--- src/hw/wdog_pkg.sv ---
// constants and types shared by the watchdog block
package wdog_pkg;
   // register byte addresses
   localparam logic [31:0] CONFIG_ADDR = 32'h5002_0018;
   localparam logic [31:0] SERVICE_ADDR = 32'h5002_001C;
   // configuration field layout
   localparam int RUN_BIT = 0;
   localparam int RESET_EN_BIT = 1;
   localparam int CAUSE_BIT = 2;
   localparam int SEL_LSB = 3;
   localparam int SEL_MSB = 4;
   localparam logic [1:0] SEL_RESET = 2'h0;
   localparam logic CFG_BIT_RESET = 1'b0;
   localparam logic [31:0] READ_ZERO = 32'h0000_0000;
   // service words
   localparam logic [31:0] SERVICE_FIRST = 32'h3C57_0001;
   localparam logic [31:0] SERVICE_SECOND = 32'h007F_4AD6;
   // timeout lengths in cycles, one per select code
   localparam logic [32:0] TIMEOUT_0 = 33'h0_0000_2000;
   localparam logic [32:0] TIMEOUT_1 = 33'h0_0008_0000;
   localparam logic [32:0] TIMEOUT_2 = 33'h0_0040_0000;
   localparam logic [32:0] TIMEOUT_3 = 33'h1_0000_0000;
   localparam logic [31:0] COUNT_ZERO = 32'h0000_0000;
   localparam logic [31:0] COUNT_STEP = 32'h0000_0001;
   // edges after reset release before the synchronised cause is trusted
   localparam logic [1:0] SETTLE_ZERO = 2'h0;
   localparam logic [1:0] SETTLE_LAST = 2'h2;

   typedef enum logic {
      svc_idle,
      svc_armed
   } svc_state_t;
endpackage

--- src/hw/wdog_counter.sv ---
// timeout counter: climbs while running, wraps and pulses expire at the terminal
`timescale 1ns/10ps
module wdog_counter (
   // clock and reset
   input wire logic pclk,
   input wire logic presetn,
   // control
   input wire logic run,
   input wire logic restart,
   input wire logic [31:0] term_last,
   // status
   output logic [31:0] count,
   output logic expire
);
   typedef struct packed {
      logic [31:0] count;
      logic expire;
   } cnt_state_t;

   cnt_state_t s;
   cnt_state_t next_s;

   always_comb begin
      next_s = s;
      next_s.expire = 1'b0;
      if (!run || restart) begin
         next_s.count = wdog_pkg::COUNT_ZERO;
      end else if (s.count >= term_last) begin
         // a shorter select chosen mid-count wraps at once instead of running to 2^32
         next_s.count = wdog_pkg::COUNT_ZERO;
         next_s.expire = 1'b1;
      end else begin
         next_s.count = s.count + wdog_pkg::COUNT_STEP;
      end
   end

   always_ff @(posedge pclk or negedge presetn) begin
      if (!presetn) begin
         s <= '0;
      end else begin
         s <= next_s;
      end
   end

   assign count = s.count;
   assign expire = s.expire;
endmodule

--- src/hw/sticky_watchdog.sv ---
// watchdog with sticky enables, reset-cause flag and two-word service, on apb
//
// The APB interface to the registers is this design's own decision.
`timescale 1ns/10ps
module sticky_watchdog #(
   // timeout lengths per select code, shortened in simulation
   parameter logic [32:0] timeout_0 = wdog_pkg::TIMEOUT_0,
   parameter logic [32:0] timeout_1 = wdog_pkg::TIMEOUT_1,
   parameter logic [32:0] timeout_2 = wdog_pkg::TIMEOUT_2,
   parameter logic [32:0] timeout_3 = wdog_pkg::TIMEOUT_3
) (
   // clock and reset
   input wire logic pclk,
   input wire logic presetn,
   // apb slave
   input wire logic psel,
   input wire logic penable,
   input wire logic pwrite,
   input wire logic [31:0] paddr,
   input wire logic [31:0] pwdata,
   output logic pready,
   output logic [31:0] prdata,
   output logic pslverr,
   // reset controller side
   input wire logic prev_reset_by_wdog,
   output logic wdog_timeout,
   output logic wdog_reset_req,
   output logic wdog_running
);
   typedef struct packed {
      logic cause_meta;
      logic cause_sync;
      logic [1:0] settle;
      logic init_done;
      logic run;
      logic reset_en;
      logic cause;
      logic [1:0] sel;
      wdog_pkg::svc_state_t svc;
      logic service;
      logic [31:0] rdata;
      logic reset_req;
   } ctl_state_t;

   ctl_state_t s;
   ctl_state_t next_s;

   logic setup;
   logic access;
   logic hit_config;
   logic hit_service;
   logic wr_config;
   logic wr_service;
   logic [31:0] term_last;
   logic [31:0] count;
   logic expire;

   // last count value before wrap for a select code
   function automatic logic [31:0] last_count(input logic [1:0] sel);
      logic [32:0] len;
      len = timeout_0;
      unique case (sel)
         2'h0: len = timeout_0;
         2'h1: len = timeout_1;
         2'h2: len = timeout_2;
         2'h3: len = timeout_3;
      endcase
      return 32'(len - 33'h0_0000_0001);
   endfunction

   assign setup = psel && !penable;
   assign access = psel && penable;
   assign hit_config = paddr == wdog_pkg::CONFIG_ADDR;
   assign hit_service = paddr == wdog_pkg::SERVICE_ADDR;
   assign wr_config = access && pwrite && hit_config;
   assign wr_service = access && pwrite && hit_service;
   assign term_last = last_count(s.sel);

   // zero wait states; only the two mapped words answer without error
   assign pready = 1'b1;
   assign pslverr = access && !(hit_config || hit_service);

   always_comb begin
      next_s = s;
      next_s.service = 1'b0;

      // cause level comes from the reset controller, another domain
      next_s.cause_meta = prev_reset_by_wdog;
      next_s.cause_sync = s.cause_meta;

      // the cause is caught once, after the synchroniser has settled
      if (!s.init_done) begin
         if (s.settle == wdog_pkg::SETTLE_LAST) begin
            next_s.init_done = 1'b1;
            next_s.cause = s.cause_sync;
         end else begin
            next_s.settle = 2'(s.settle + 2'h1);
         end
      end

      if (wr_config) begin
         // enables are set-only, a zero leaves them as they are
         next_s.run = s.run || pwdata[wdog_pkg::RUN_BIT];
         next_s.reset_en = s.reset_en || pwdata[wdog_pkg::RESET_EN_BIT];
         next_s.sel = pwdata[wdog_pkg::SEL_MSB:wdog_pkg::SEL_LSB];
         // a clear that comes before the cause is caught is dropped, so the load wins;
         // software must wait for the capture before it clears the flag
         if (s.init_done && !pwdata[wdog_pkg::CAUSE_BIT]) begin
            next_s.cause = 1'b0;
         end
      end

      // any completed access other than the expected word drops the sequence
      if (access) begin
         next_s.svc = wdog_pkg::svc_idle;
         if (wr_service) begin
            if (s.svc == wdog_pkg::svc_armed && pwdata == wdog_pkg::SERVICE_SECOND) begin
               next_s.service = 1'b1;
            end else if (pwdata == wdog_pkg::SERVICE_FIRST) begin
               next_s.svc = wdog_pkg::svc_armed;
            end
         end
      end

      // read data registered during setup so it is stable through access
      next_s.rdata = wdog_pkg::READ_ZERO;
      if (setup && !pwrite && hit_config) begin
         next_s.rdata[wdog_pkg::RUN_BIT] = s.run;
         next_s.rdata[wdog_pkg::RESET_EN_BIT] = s.reset_en;
         next_s.rdata[wdog_pkg::CAUSE_BIT] = s.cause;
         next_s.rdata[wdog_pkg::SEL_MSB:wdog_pkg::SEL_LSB] = s.sel;
      end

      // held until the system reset that it requests clears it
      if (expire && s.reset_en) begin
         next_s.reset_req = 1'b1;
      end
   end

   always_ff @(posedge pclk or negedge presetn) begin
      if (!presetn) begin
         s.cause_meta <= 1'b0;
         s.cause_sync <= 1'b0;
         s.settle <= wdog_pkg::SETTLE_ZERO;
         s.init_done <= 1'b0;
         s.run <= wdog_pkg::CFG_BIT_RESET;
         s.reset_en <= wdog_pkg::CFG_BIT_RESET;
         s.cause <= wdog_pkg::CFG_BIT_RESET;
         s.sel <= wdog_pkg::SEL_RESET;
         s.svc <= wdog_pkg::svc_idle;
         s.service <= 1'b0;
         s.rdata <= wdog_pkg::READ_ZERO;
         s.reset_req <= 1'b0;
      end else begin
         s <= next_s;
      end
   end

   // a service in the same cycle as the terminal count wins
   wdog_counter u_counter (
      .pclk(pclk),
      .presetn(presetn),
      .run(s.run),
      .restart(s.service),
      .term_last(term_last),
      .count(count),
      .expire(expire)
   );

   assign prdata = s.rdata;
   assign wdog_timeout = expire;
   assign wdog_reset_req = s.reset_req;
   assign wdog_running = s.run;
endmodule

--- config.mk ---
export PLATFORM = sky130hd
export DESIGN_NAME = sticky_watchdog
export DESIGN_NICKNAME = d
export VERILOG_FILES = /design/src/hw/wdog_pkg.sv /design/src/hw/wdog_counter.sv /design/src/hw/sticky_watchdog.sv
export SDC_FILE = /design/constraint.sdc
export NUM_CORES = 1
export LEC_CHECK = 0
export BUFFER_PORTS_ARGS = -buffer_cell sky130_fd_sc_hd__buf_4
export CORE_MARGIN = 5
export CORE_UTILIZATION = 40
export DETAILED_ROUTE_END_ITERATION = 10
export GPL_ROUTABILITY_DRIVEN = 0
export PLACE_DENSITY = 0.68
export SLEW_MARGIN = 20
export SYNTH_ARGS = -nofsm -noshare
export SYNTH_HDL_FRONTEND = slang
export SYNTH_SLANG_ARGS = --single-unit
export TNS_END_PERCENT = 20
--- constraint.sdc ---
create_clock -name pclk -period 2.4 [get_ports pclk]
set_input_delay 0.48 -clock pclk [delete_from_list [all_inputs] [get_ports pclk]]
set_output_delay 0.48 -clock pclk [all_outputs]
set_load 0.05 [all_outputs]
Word level (Yosys, flattened, before mapping)
Index checks and enable logic that the tools add are counted.
{ "totals": {"out_inout_bits": 37, "ff_bits": 51, "input_bits": 70} }
{ "classes": {"bitwise": 2, "n_eq_ne": 8, "addsub": 3, "magnitude_cmp": 1, "n_mux": 17, "n_reduce_logical": 22} }
{ "op_table": {"columns": ["op", "n"], "rows": [
  ["32-bit one-hot mux with 4 select lines", 1],
  ["32-bit by 31-bit equality test with 1-bit output, second input constant", 2],
  ["32-bit two-way mux", 2],
  ["32-bit by 1-bit adder with 32-bit output, second input constant", 1],
  ["32-bit by 23-bit equality test with 1-bit output, second input constant", 1],
  ["32-bit by 30-bit equality test with 1-bit output, second input constant", 1],
  ["32-bit >= comparator", 1],
  ["32-bit by 1-bit subtractor with 32-bit output, second input constant", 1],
  ["1-bit logical AND", 11],
  ["1-bit two-way mux", 11],
  ["2-bit equality test, second input constant", 3],
  ["1-bit logical NOT", 5],
  ["5-bit two-way mux", 1],
  ["1-bit logical OR", 4],
  ["3-bit two-way mux", 1],
  ["2-bit by 1-bit adder with 2-bit output, second input constant", 1],
  ["2-bit by 1-bit equality test with 1-bit output, second input constant", 1],
  ["2-bit logical NOT", 1],
  ["2-bit two-way mux", 1],
  ["1-bit inverter", 2],
  ["2-bit AND reduction", 1]
]} }

Depth between registers and ports, before layout
Gate-level depths: netlist (run 1).
{ "depth": {"depth_word": 6, "ltp_mapped": 10} }

Hierarchy
From an unflattened synthesis (run 1), not the netlist that was laid out.
{ "hier_totals": {"cells_unflattened": 379, "area_unflattened_um2": 3627.2} }
{ "modules_own_cells": {"columns": ["module", "n_inst", "seq_area_each_um2", "area_per_inst_um2", "cells_each"], "rows": [
  ["wdog_counter", 1, 825.8, 2396.0, 263],
  ["sticky_watchdog", 1, 450.4, 1231.2, 116]
]} }

Least setup slack after synthesis (run 1)
Ideal clock, no wire load.
{ "synth_timing": {"path_type": "flip-flop to flip-flop", "start": "register s[36] (netlist bit)", "end": "register u_counter.s (netlist bit u_counter.count[12])", "n_path_buf": 1, "required_time_ns": 2.258, "path_stages_with_launch": 10, "setup_slack_ns": -0.211, "t_arrival_ns": 2.469, "period_less_slack_ns": 2.611, "setup_ns": 0.142, "cell_sequence": "dfrtp_1 > or2_2 > ha_1 > ha_1 > or3b_2 > a211oi_1 > o31ai_2 > o311ai_4 > buf_6 > nor3_2"} }
{ "synth_rtl": {"columns": ["item", "line_no", "text"], "rows": [
  ["from (decl)", "sticky_watchdog.sv:45", "ctl_state_t s;"],
  ["from (signal assigned)", "sticky_watchdog.sv:155", "s <= next_s;"],
  ["to (signal assigned)", "wdog_counter.sv:41", "s <= next_s;"],
  ["to (decl)", "wdog_counter.sv:20", "cnt_state_t s;"]
]} }

==> results.sh, run 1 <==
export IMPL_outcome="finished, violations left"
export IMPL_violations="negative setup slack"
export IMPL_cp_start_kind="flip-flop"
export IMPL_cts_root_buffer="clkbuf_8"
export IMPL_cp_max_fo=10
export IMPL_cts_tree="done"
export IMPL_slew_violations=0
export IMPL_fin_setup_tns_ps=-2210
export IMPL_synth_edf_count=0
export IMPL_path_clk_slew_ps=90
export IMPL_synth_compound_area_share_pct=5.53
export IMPL_die_w_um=101
export IMPL_crit_buf_inv=2
export IMPL_rows=33
export IMPL_die_h_um=101
export IMPL_io_buffers=78
export IMPL_firstDrtPassIters=4
export IMPL_routed_wl_um=7240
export IMPL_io_pins=107
export IMPL_slowest_stage="dfrtp_1"
export IMPL_clock_power_share_pct=31.0
export IMPL_clock_fmax_mhz=400
export IMPL_combPwrFrac_pct=14.2
export IMPL_dr_total_vias=2667
export IMPL_drcViolationCount=0
export IMPL_synth_xor_area_share_pct=8.16
export IMPL_drv_cap=0
export IMPL_tightest_slew_ps=637
export IMPL_reg2reg_slack_ps=-100
export IMPL_vdd_drop_max_uv=373
export IMPL_switching_share_pct=27.2
export IMPL_crit_start="s[36]"
export IMPL_relSlewSlack_pct=57.6
export IMPL_synth_warnings=0
export IMPL_finalCritPeriodShare_pct=104
export IMPL_synth_mux_area_share_pct=0.677
export IMPL_cp_data_required_time_ps=2580
export IMPL_synth_top_flop_cell="dfrtp_1"
export IMPL_leakage_nw=1.84
export IMPL_antenna_found_initial=0
export IMPL_rr_worst_depth=10
export IMPL_dieArea_um2=10200
export IMPL_synth_fa_ha_area_share_pct=6.02
export IMPL_synthSimpleGateAreaFrac_pct=30.5
export IMPL_synth_top_family_by_area="simple AND/OR/NAND/NOR gates"
export IMPL_power_switching_w=0.000429
export IMPL_postCtsHoldBufs=0
export IMPL_drtIter0Drc=117
export IMPL_grt_max_degree=52
export IMPL_finClkSkew_ps=10.7
export IMPL_cts_sinks=51
export IMPL_p_int_w=0.00115
export IMPL_antenna_cells=0
export IMPL_power_density_nw_per_um2=368
export IMPL_core_area_um2=8180
export IMPL_avgSynthCellArea_um2=9.93
export IMPL_ys_seq_elements=51
export IMPL_pwr_share_seq_pct=54.7
export IMPL_finalWorstSetupSlack_ps=-98.0
export IMPL_routedWlPerCell_um=13.7
export IMPL_grt_total_usage_pct=14.3
export IMPL_drt_vias_per_instance=5.03
export IMPL_reg2reg_from="s[36]"
export IMPL_clock_path_buffers=2
export IMPL_holdCritPathClass="in -> async"
export IMPL_drive_gt1_share_pct=38.1
export IMPL_synth_cell_types=50
export IMPL_hpwl_um=5470
export IMPL_path_delay_family="simple AND/OR/NAND/NOR gates"
export IMPL_synthArstFlopShare_pct=100
export IMPL_detail_route_antenna_nets=0
export IMPL_seq_area_frac_synth_pct=38.4
export IMPL_hold_viol_final=0
export IMPL_critical_path_cell_chain="or2_4, ha_4, ha_4, or3b_4, a211oi_2, o31ai_2, o311ai_4, buf_4, clkbuf_16, nor3_2"
export IMPL_critPathMaxStageDelay_ps=440
export IMPL_numCtsBuffers=5
export IMPL_gr_total_overflow=0
export IMPL_worstPathArrival_ps=2680
export IMPL_nNetsFinal=510
export IMPL_syn_area_um2=3330
export IMPL_clkLatencyLatePin_ps=310
export IMPL_power_total_w=0.00157
export IMPL_cpMostUsedCell="ha_4"
export IMPL_timing_setup_critical_path_class="reg -> reg"
export IMPL_h_tree_depth=2
export IMPL_end_kind="flip-flop"
export IMPL_fillers=757
export IMPL_timing_rr_end="u_counter.count[6]"
export IMPL_grt_pass1_vias=2683
export IMPL_synthCells=335
export IMPL_syn2layout_area_growth_pct=28.4
export IMPL_rsz0062_at_grt="true"
export IMPL_initial_utilization_pct=40.7
export IMPL_finalSetupViolCount=33
export IMPL_grt_pass1_wl_um=11900
export IMPL_finalCriticalPeriod_ps=2500
==> cell usage after synthesis, drive strengths merged (3+ instances only) <==
master | instances | area share (%)
o21ai | 4 | 0.60
a21o | 3 | 0.68
inv | 9 | 1.0
nand3 | 13 | 2.0
clkbuf | 8 | 0.94
nand2 | 20 | 2.3
buf | 37 | 8.6
nor4b | 9 | 3.2
and3 | 6 | 1.1
nor4 | 11 | 2.1
xnor2 | 24 | 6.3
dfrtp | 51 | 38
and4 | 4 | 1.2
and2 | 6 | 1.1
nor2 | 13 | 1.5
ha | 16 | 6.0
nand4 | 15 | 3.0
nor3 | 46 | 10
xor2 | 7 | 1.8
a21oi | 5 | 0.75
==> through the flow <==
| step | hold WS [ps] | setup WS, ps | instance area [um2] | utilization (%) | instances |
|---|---|---|---|---|---|
| finish | 169 | -98.0 | 4270 | 52.2 | 530 |
| global route | 238 | -161 | 4270 | 52.2 | 530 |
| CTS | 210 | -33.8 | 4130 | 50.5 | 527 |
| detailed placement | 342 | -49.9 | 3990 | 48.9 | 517 |
| global placement | 333 | 18.3 | 3990 | 48.9 | 517 |
| floorplan | 184 | 26.8 | 3450 | - | 361 |
==> sequential cells by signal, summed over array words and instances, names as in the netlist <==
name	count
prdata	5
s	10
u_counter.count	32
u_counter.expire	1
wdog_running	1
wdog_reset_req	1
next_s	1
==> timing repair <==
item,CTS,global route
cloned,0,1
setup buffers,2,2
resized for setup,5,17
setup endpoints to repair,33,33
pin swaps,2,13
==> per-layer routing <==
layer	routed length (um)	track usage, %
met1	3120	18.3
met2	3690	24.4
met3	396	3.31
met4	40	3.37
met5	0	0
==> worst max path at each step <==
stage                                     end  slack (ps)  depth (start not counted)
after global routing       u_counter.count[8]        -160                         10
after global placement     u_counter.count[2]          20                          9
final                      u_counter.count[6]        -100                         10
after detailed placement  u_counter.count[27]         -50                          9
after floorplan           u_counter.count[12]          30                          9
after CTS                 u_counter.count[27]         -30                          9
==> area by class of cell <==
class                           count  area [um2]  share of cell area, %
Clock buffer                        5        68.8                   1.61
Sequential cell                    51        1280                   29.9
Tap cell                          105         131                   3.08
Timing Repair Buffer              101         803                   18.8
Multi-Input combinational cell    256        1940                   45.3
Inverter                            9        36.3                  0.849
Clock inverter                      3        20.0                  0.469
==> power by group through the flow <==
stage | Clock [W] | Combinational (W) | Sequential (W)
floorplan | 0 | 0.000148 | 0.000879
finish | 0.000488 | 0.000224 | 0.000862
CTS | 0.000514 | 0.000225 | 0.000862
global placement | 0 | 0.000223 | 0.000879
detailed placement | 0 | 0.000225 | 0.000879
global route | 0.000545 | 0.000241 | 0.000862
==> cells by family after synthesis <==
kind of cell	count (synthesis)
muxes	2
DFF	51
and+or+nand+nor	155
buffers and inverters	54
adders and majority gates	16
xor gates and xnor gates	31
other	2
AOI/OAI and AO/OA	24
==> placed cells by master, fill, tap and decap left out, types with 7 or more instances in the layout <==
master / instances
nor3_2: 29
nand3_1: 13
nor3_1: 17
nand4_1: 14
xnor2_1: 24
nor4_1: 10
inv_1: 8
nand2_1: 18
nor2_1: 13
buf_4: 96
xor2_1: 7
ha_1: 10
dfrtp_1: 51
conb_1: 28
Power figures use the tool's default switching activity.
==> run 2, diff against run 1 <==
--- a/config.mk
+++ b/config.mk
@@ -8,11 +8,13 @@
 export BUFFER_PORTS_ARGS = -buffer_cell sky130_fd_sc_hd__buf_4
 export CORE_MARGIN = 5
 export CORE_UTILIZATION = 40
+export CTS_CLUSTER_SIZE = 30
 export DETAILED_ROUTE_END_ITERATION = 10
 export GPL_ROUTABILITY_DRIVEN = 0
-export PLACE_DENSITY = 0.68
+export PLACE_DENSITY = 0.67
 export SLEW_MARGIN = 20
 export SYNTH_ARGS = -nofsm -noshare
 export SYNTH_HDL_FRONTEND = slang
+export SYNTH_HIERARCHICAL = 1
 export SYNTH_SLANG_ARGS = --single-unit
 export TNS_END_PERCENT = 20
==> constraint.sdc (replaced) <==
create_clock -name pclk -period 2.4 [get_ports pclk]
set_input_delay 0.6 -clock pclk [delete_from_list [all_inputs] [get_ports pclk]]
set_output_delay 0.6 -clock pclk [all_outputs]
set_load 0.05 [all_outputs]
==> run 2 against run 1 <==
Compared with the run above:
- the flow now finishes without violations
- non-clock buffer count is 15 lower
- worst hold slack gained 130 ps
- sequential share of layout area decreased by 1.0 points
- final cell count increased by 9.8%
- die area grew 8.2%
- clock-buffer cell count unchanged
- clock power is 9.0% higher
- core utilization fell by 1.8 points
- synthesized cell count is 13% higher
- via count is 6.7% higher
- flip-flop and latch count stayed put
- global-route usage shrank 0.52 points
- critical path type unchanged
- critical endpoint is now u_counter/count[19]
- largest cell class unchanged
- largest power group unchanged
==> results.sh, run 2 <==
export IMPL_finalCriticalPeriod_ps=2390
export IMPL_vdd_drop_max_uv=428
export IMPL_leakage_nw=2.23
export IMPL_nNetsFinal=578
export IMPL_numCtsBuffers=5
export IMPL_worstPathArrival_ps=2590
export IMPL_multiInputGateArea_um2=2100
export IMPL_hold_viol_final=0
export IMPL_synthCells=379
export IMPL_syn2layout_area_growth_pct=21.9
export IMPL_drv_cap=0
export IMPL_drtIter0Drc=135
export IMPL_rsz0062_at_grt="true"
export IMPL_die_w_um=105
export IMPL_hpwl_um=6330
export IMPL_finClkSkew_ps=15.9
export IMPL_timing_rr_end="u_counter/count[19]"
export IMPL_synth_warnings=6
export IMPL_grt_pass1_wl_um=13000
export IMPL_routed_wl_um=7660
export IMPL_clock_power_share_pct=32.4
export IMPL_yosys_top_cells_count="dfrtp_1 (51), nor2_1 (41), inv_1 (37)"
export IMPL_h_tree_depth=2
export IMPL_switching_share_pct=28.9
export IMPL_largest_register_ffs=32
export IMPL_seqCellArea_um2=1280
export IMPL_timing_setup_critical_path_class="reg -> reg"
export IMPL_combPwrFrac_pct=15.2
export IMPL_dieArea_um2=11100
export IMPL_slew_violations=0
export IMPL_cp_max_fo=25
export IMPL_rr_worst_depth=10
export IMPL_rows=34
export IMPL_p_int_w=0.00117
export IMPL_grt_max_degree=52
export IMPL_final_common_cell="buf_4"
export IMPL_path_clk_slew_ps=110
export IMPL_end_kind="flip-flop"
export IMPL_seq_area_frac_synth_pct=35.2
export IMPL_reg2reg_slack_ps=9
export IMPL_grt_total_usage_pct=13.7
export IMPL_io_pins=107
export IMPL_stdcell_count=582
export IMPL_cp_data_required_time_ps=2600
export IMPL_relSlewSlack_pct=57.6
export IMPL_power_density_nw_per_um2=372
export IMPL_clock_fmax_mhz=418
export IMPL_power_switching_w=0.000476
export IMPL_synthTopCellsByArea="dfrtp_1 (35%), ha_1 (12%), buf_4 (6.8%)"
export IMPL_pwr_share_seq_pct=52.4
export IMPL_yosysMostFrequentCell="dfrtp_1"
export IMPL_clkLatencyLatePin_ps=320
export IMPL_synth_cell_types=59
export IMPL_synthArstFlopShare_pct=100
export IMPL_cts_sinks=51
export IMPL_die_h_um=105
export IMPL_antenna_cells=0
export IMPL_tightest_slew_ps=636
export IMPL_drcViolationCount=0
export IMPL_drt_vias_per_instance=4.89
export IMPL_synth_top_cell_area_share_pct=35.2
export IMPL_synth_top_flop_cell="dfrtp_1"
export IMPL_detail_route_antenna_nets=0
export IMPL_holdCritPathClass="in -> async"
export IMPL_dr_total_vias=2847
export IMPL_firstDrtPassIters=4
export IMPL_synth_top_area_cell="dfrtp_1"
export IMPL_outcome="completed"
export IMPL_layout_common_cells="buf_4 (84), dfrtp_1 (51), conb_1 (41), nor2_1 (40), inv_1 (35)"
export IMPL_grt_pass1_vias=2885
export IMPL_core_area_um2=8760
export IMPL_post_dp_cell_area_um2=4310
export IMPL_io_buffers=78
export IMPL_cts_tree="done"
export IMPL_routedWlPerCell_um=13.2
export IMPL_post_place_cells=574
export IMPL_gr_total_overflow=0
export IMPL_drive_gt1_share_pct=26.8
export IMPL_synth_edf_count=0
export IMPL_cp_start_kind="flip-flop"
export IMPL_reg2reg_from="s[35]"
export IMPL_clock_path_buffers=2
export IMPL_finalSetupViolCount=0
export IMPL_fin_area_um2=4420
export IMPL_cts_setup_buffers=0
export IMPL_initial_utilization_pct=41.4
export IMPL_ys_seq_elements=51
export IMPL_antenna_found_initial=0
export IMPL_finalCritPeriodShare_pct=99.6
export IMPL_cts_root_buffer="clkbuf_8"
export IMPL_syn_area_um2=3630
export IMPL_fillers=803
export IMPL_avgSynthCellArea_um2=9.57
run 2: cell types whose count changed after synthesis, moves of 19 or more:
cell / before / now
inv_1: 9 / 37
nor2_1: 13 / 41
nor3_1: 24 / 1
nor3_2: 22 / 0
ha_1: 16 / 35
run 2: what timing repair did:
| item | 4_1_cts | 5_1_grt |
|---|---|---|
| pin swaps | 1 | 1 |
| cloned | 0 | 0 |
| gates resized for setup | 3 | 3 |
| setup endpoints to repair | 32 | 32 |
| hold buffers | 0 | 0 |
run 2: per-layer routing:
layer	vias up	GRT usage [%]	wire (um)
met1	1321	17.1	3180
li1	1429	-	-
met3	13	3.36	503
met5	-	0	0
met2	84	23.7	3840
met4	0	3.56	136
run 2: final cells by class:
cell class	count	share of cell area (%)
Multi-Input combinational cell	292	47.6
Clock inverter	3	0.651
Sequential cell	51	28.9
Tap cell	108	3.06
Timing Repair Buffer	86	15.2
Clock buffer	5	1.56
Inverter	37	3.14
run 2: worst max-delay path: stages, from the launching register on:
cell	delay, ps
dfrtp_1	410
or2_4	270
ha_4	230
inv_2	40
inv_2	30
ha_4	260
nand4_1	70
or4_4	510
o21ai_4	200
buf_12	190
nor2_1	70
run 2: cells by family (layout without fill, tap and decap cells):
kind of cell | after synthesis | in the layout | synth area share, %
AND/OR/NAND/NOR | 146 | 146 | 25.0
buffers and inverters | 75 | 131 | 12.0
flip-flops | 51 | 51 | 35.2
AO/OA/AOI/OAI | 36 | 36 | 6.90
adder cells (fa/ha/maj) | 35 | 35 | 12.1
XOR/XNOR | 31 | 31 | 7.49
multiplexers | 3 | 3 | 1.10
other | 2 | 41 | 0.207
run 2: power groups by stage:
stage / Clock (W) / Combinational, W / Sequential [W]
finish: 0.000532 / 0.000250 / 0.000862
global placement: 0 / 0.000244 / 0.000879
CTS: 0.000545 / 0.000251 / 0.000862
floorplan: 0 / 0.000166 / 0.000879
global route: 0.000585 / 0.000271 / 0.000863
detailed placement: 0 / 0.000251 / 0.000879
run 2: worst max path at each step:
stage	slack, ps	to	from	depth (start not counted)
2_1_floorplan	50	u_counter/count[26]	s[35]	10
3_3_place_gp	40	u_counter/count[3]	s[35]	10
3_5_place_dp	-60	u_counter/count[21]	s[35]	12
4_1_cts	-20	u_counter/count[19]	s[35]	10
5_1_grt	-100	u_counter/count[17]	s[36]	11
6_report	9	u_counter/count[19]	s[35]	10
run 2: per-stage QoR:
| step | setup slack (ps) | TNS (ps) | total power, W | util (%) | hold slack [ps] |
|---|---|---|---|---|---|
| 6_report | 9.03 | 0 | 0.00164 | 50.5 | 300 |
| 5_1_grt | -99.8 | -2190 | 0.00172 | 50.5 | 363 |
| 4_1_cts | -21.0 | -77.2 | 0.00166 | 50.4 | 326 |
| 3_5_place_dp | -55.5 | -1210 | 0.00113 | 49.2 | 336 |
| 3_3_place_gp | 37.4 | 0 | 0.00112 | 49.2 | 333 |
| 2_1_floorplan | 48.3 | 0 | 0.00105 | - | 304 |
==> run 3, diff against run 2 <==
--- a/config.mk
+++ b/config.mk
@@ -12,6 +12,7 @@
 export DETAILED_ROUTE_END_ITERATION = 10
 export GPL_ROUTABILITY_DRIVEN = 0
 export PLACE_DENSITY = 0.67
+export SETUP_SLACK_MARGIN = 0.3
 export SLEW_MARGIN = 20
 export SYNTH_ARGS = -nofsm -noshare
 export SYNTH_HDL_FRONTEND = slang
==> run 3 against run 2 <==
Compared with the run above:
- maximum frequency is 0.15% higher
- worst hold slack gained 20 ps
- routed wire length down 1.6%
- global-route usage hardly changed
- flip-flop and latch count unchanged
- core utilization increased by 0.59 points
- clock-buffer cell count grew 1
- combinational power is 4% higher
- largest power group unchanged
- highest routed layer unchanged
==> results.sh, run 3 (synthesis results as in run 2) <==
export IMPL_holdCritPathClass="in -> async"
export IMPL_grt_max_degree=52
export IMPL_cts_sinks=51
export IMPL_die_w_um=105
export IMPL_drcViolationCount=0
export IMPL_cp_max_fo=17
export IMPL_pwr_share_seq_pct=53.9
export IMPL_cts_tree="done"
export IMPL_rsz0062_at_grt="true"
export IMPL_cts_root_buffer="clkbuf_8"
export IMPL_vdd_drop_max_uv=205
export IMPL_fin_area_um2=4470
export IMPL_stdcell_count=581
export IMPL_slew_violations=0
export IMPL_post_place_cells=572
export IMPL_tightest_slew_ps=643
export IMPL_drt_vias_per_instance=4.86
export IMPL_relSlewSlack_pct=57.2
export IMPL_clock_fmax_mhz=419
export IMPL_drtIter0Drc=64
export IMPL_rr_worst_depth=10
export IMPL_grt_pass1_wl_um=12700
export IMPL_hold_viol_final=0
export IMPL_antenna_cells=0
export IMPL_clock_path_buffers=2
export IMPL_antenna_found_initial=0
export IMPL_leakage_nw=2.24
export IMPL_crit_cells=10
export IMPL_io_pins=107
export IMPL_final_common_cell="buf_4"
export IMPL_end_kind="flip-flop"
export IMPL_crit_buf_inv=3
export IMPL_cp_start_kind="flip-flop"
export IMPL_routed_wl_um=7530
export IMPL_gr_total_overflow=0
export IMPL_slowest_stage="or4_4"
export IMPL_clock_power_share_pct=29.8
export IMPL_p_int_w=0.00116
export IMPL_die_h_um=105
export IMPL_largest_register_ffs=32
export IMPL_finClkSkew_ps=5.92
export IMPL_clkLatencyLatePin_ps=290
export IMPL_io_buffers=78
export IMPL_drv_cap=0
export IMPL_firstDrtPassIters=4
export IMPL_critPathMaxStageDelay_ps=510
export IMPL_dieArea_um2=11100
export IMPL_numCtsBuffers=5
export IMPL_power_total_w=0.00160
export IMPL_reg2reg_slack_ps=10
export IMPL_syn2layout_area_growth_pct=23.4
export IMPL_layout_common_cells="buf_4 (81), dfrtp_1 (51), conb_1 (41), nor2_1 (37), inv_1 (35)"
export IMPL_path_delay_family="simple AND/OR/NAND/NOR gates"
export IMPL_nNetsFinal=577
export IMPL_power_switching_w=0.000439
export IMPL_finalCriticalPeriod_ps=2390
export IMPL_cp_data_required_time_ps=2590
export IMPL_finalCritPeriodShare_pct=99.5
export IMPL_core_area_um2=8760
export IMPL_power_density_nw_per_um2=357
export IMPL_switching_share_pct=27.5
export IMPL_timing_setup_critical_path_class="reg -> reg"
export IMPL_combPwrFrac_pct=16.3
export IMPL_h_tree_depth=2
export IMPL_drive_gt1_share_pct=27.5
export IMPL_worstPathArrival_ps=2570
export IMPL_path_clk_slew_ps=90
export IMPL_detail_route_antenna_nets=0
export IMPL_rows=34
export IMPL_outcome="completed"
export IMPL_finalSetupViolCount=0
export IMPL_hold_slack_ps=320
export IMPL_hpwl_um=6130
export IMPL_initial_utilization_pct=41.4
export IMPL_grt_pass1_vias=2813
export IMPL_dr_total_vias=2824
export IMPL_critical_path_cell_chain="or2_4, ha_4, inv_2, inv_2, ha_4, nand4_1, or4_4, o21ai_4, buf_12, nor2_1"
export IMPL_post_dp_cell_area_um2=4310
export IMPL_grt_total_usage_pct=13.7
export IMPL_routedWlPerCell_um=13.0
export IMPL_final_util_pct=51.1
==> run 3: repair_timing <==
item	4_1_cts	5_1_grt
gates resized for setup	2	13
pin swaps	2	6
hold buffers	0	0
setup endpoints to repair	34	34
setup buffers	0	1
==> run 3: per-stage QoR <==
stage	setup TNS (ps)	setup slack [ps]
after global placement	0	59.6
after floorplan	0	91.2
after detailed placement	-1470	-70.6
after global routing	-2090	-92.1
after CTS	0	10.9
final	0	12.7
==> run 3: final timing paths <==
path / endpoint / start
max in group asynchronous: u_counter/count[29] / presetn
worst min register to register: s[43] / next_s[43]
worst max register to register: u_counter/count[22] / s[35]
worst min-delay path: u_counter/count[15] / presetn
worst max-delay path: u_counter/count[22] / s[35]
min in group pclk: s[43] / next_s[43]
==> run 3: cell type report <==
type,count,area [um2]
timing repair buffer,85,679
clock inverter,2,12.5
tap,108,135
fill,820,4290
multi-input combinational,292,2160
clock buffer,6,72.6
inverter,37,139
sequential,51,1280
==> run 3: metal layers <==
layer	GRT usage, %	share of wire [%]	vias to the layer above	routed length (um)
met1	16.9	42	1317	3150
met5	0	0	-	0
met4	3.20	1.2	0	93
met2	23.5	50	79	3770
li1	-	-	1420	-
met3	4.16	6.9	8	521
==> run 3: power groups by stage <==
stage | combinational [W] | sequential, W | clock [W]
after global routing | 0.000282 | 0.000862 | 0.000529
after floorplan | 0.000166 | 0.000879 | 0
after global placement | 0.000248 | 0.000879 | 0
after CTS | 0.000252 | 0.000862 | 0.000502
after detailed placement | 0.000252 | 0.000879 | 0
final | 0.000261 | 0.000862 | 0.000477
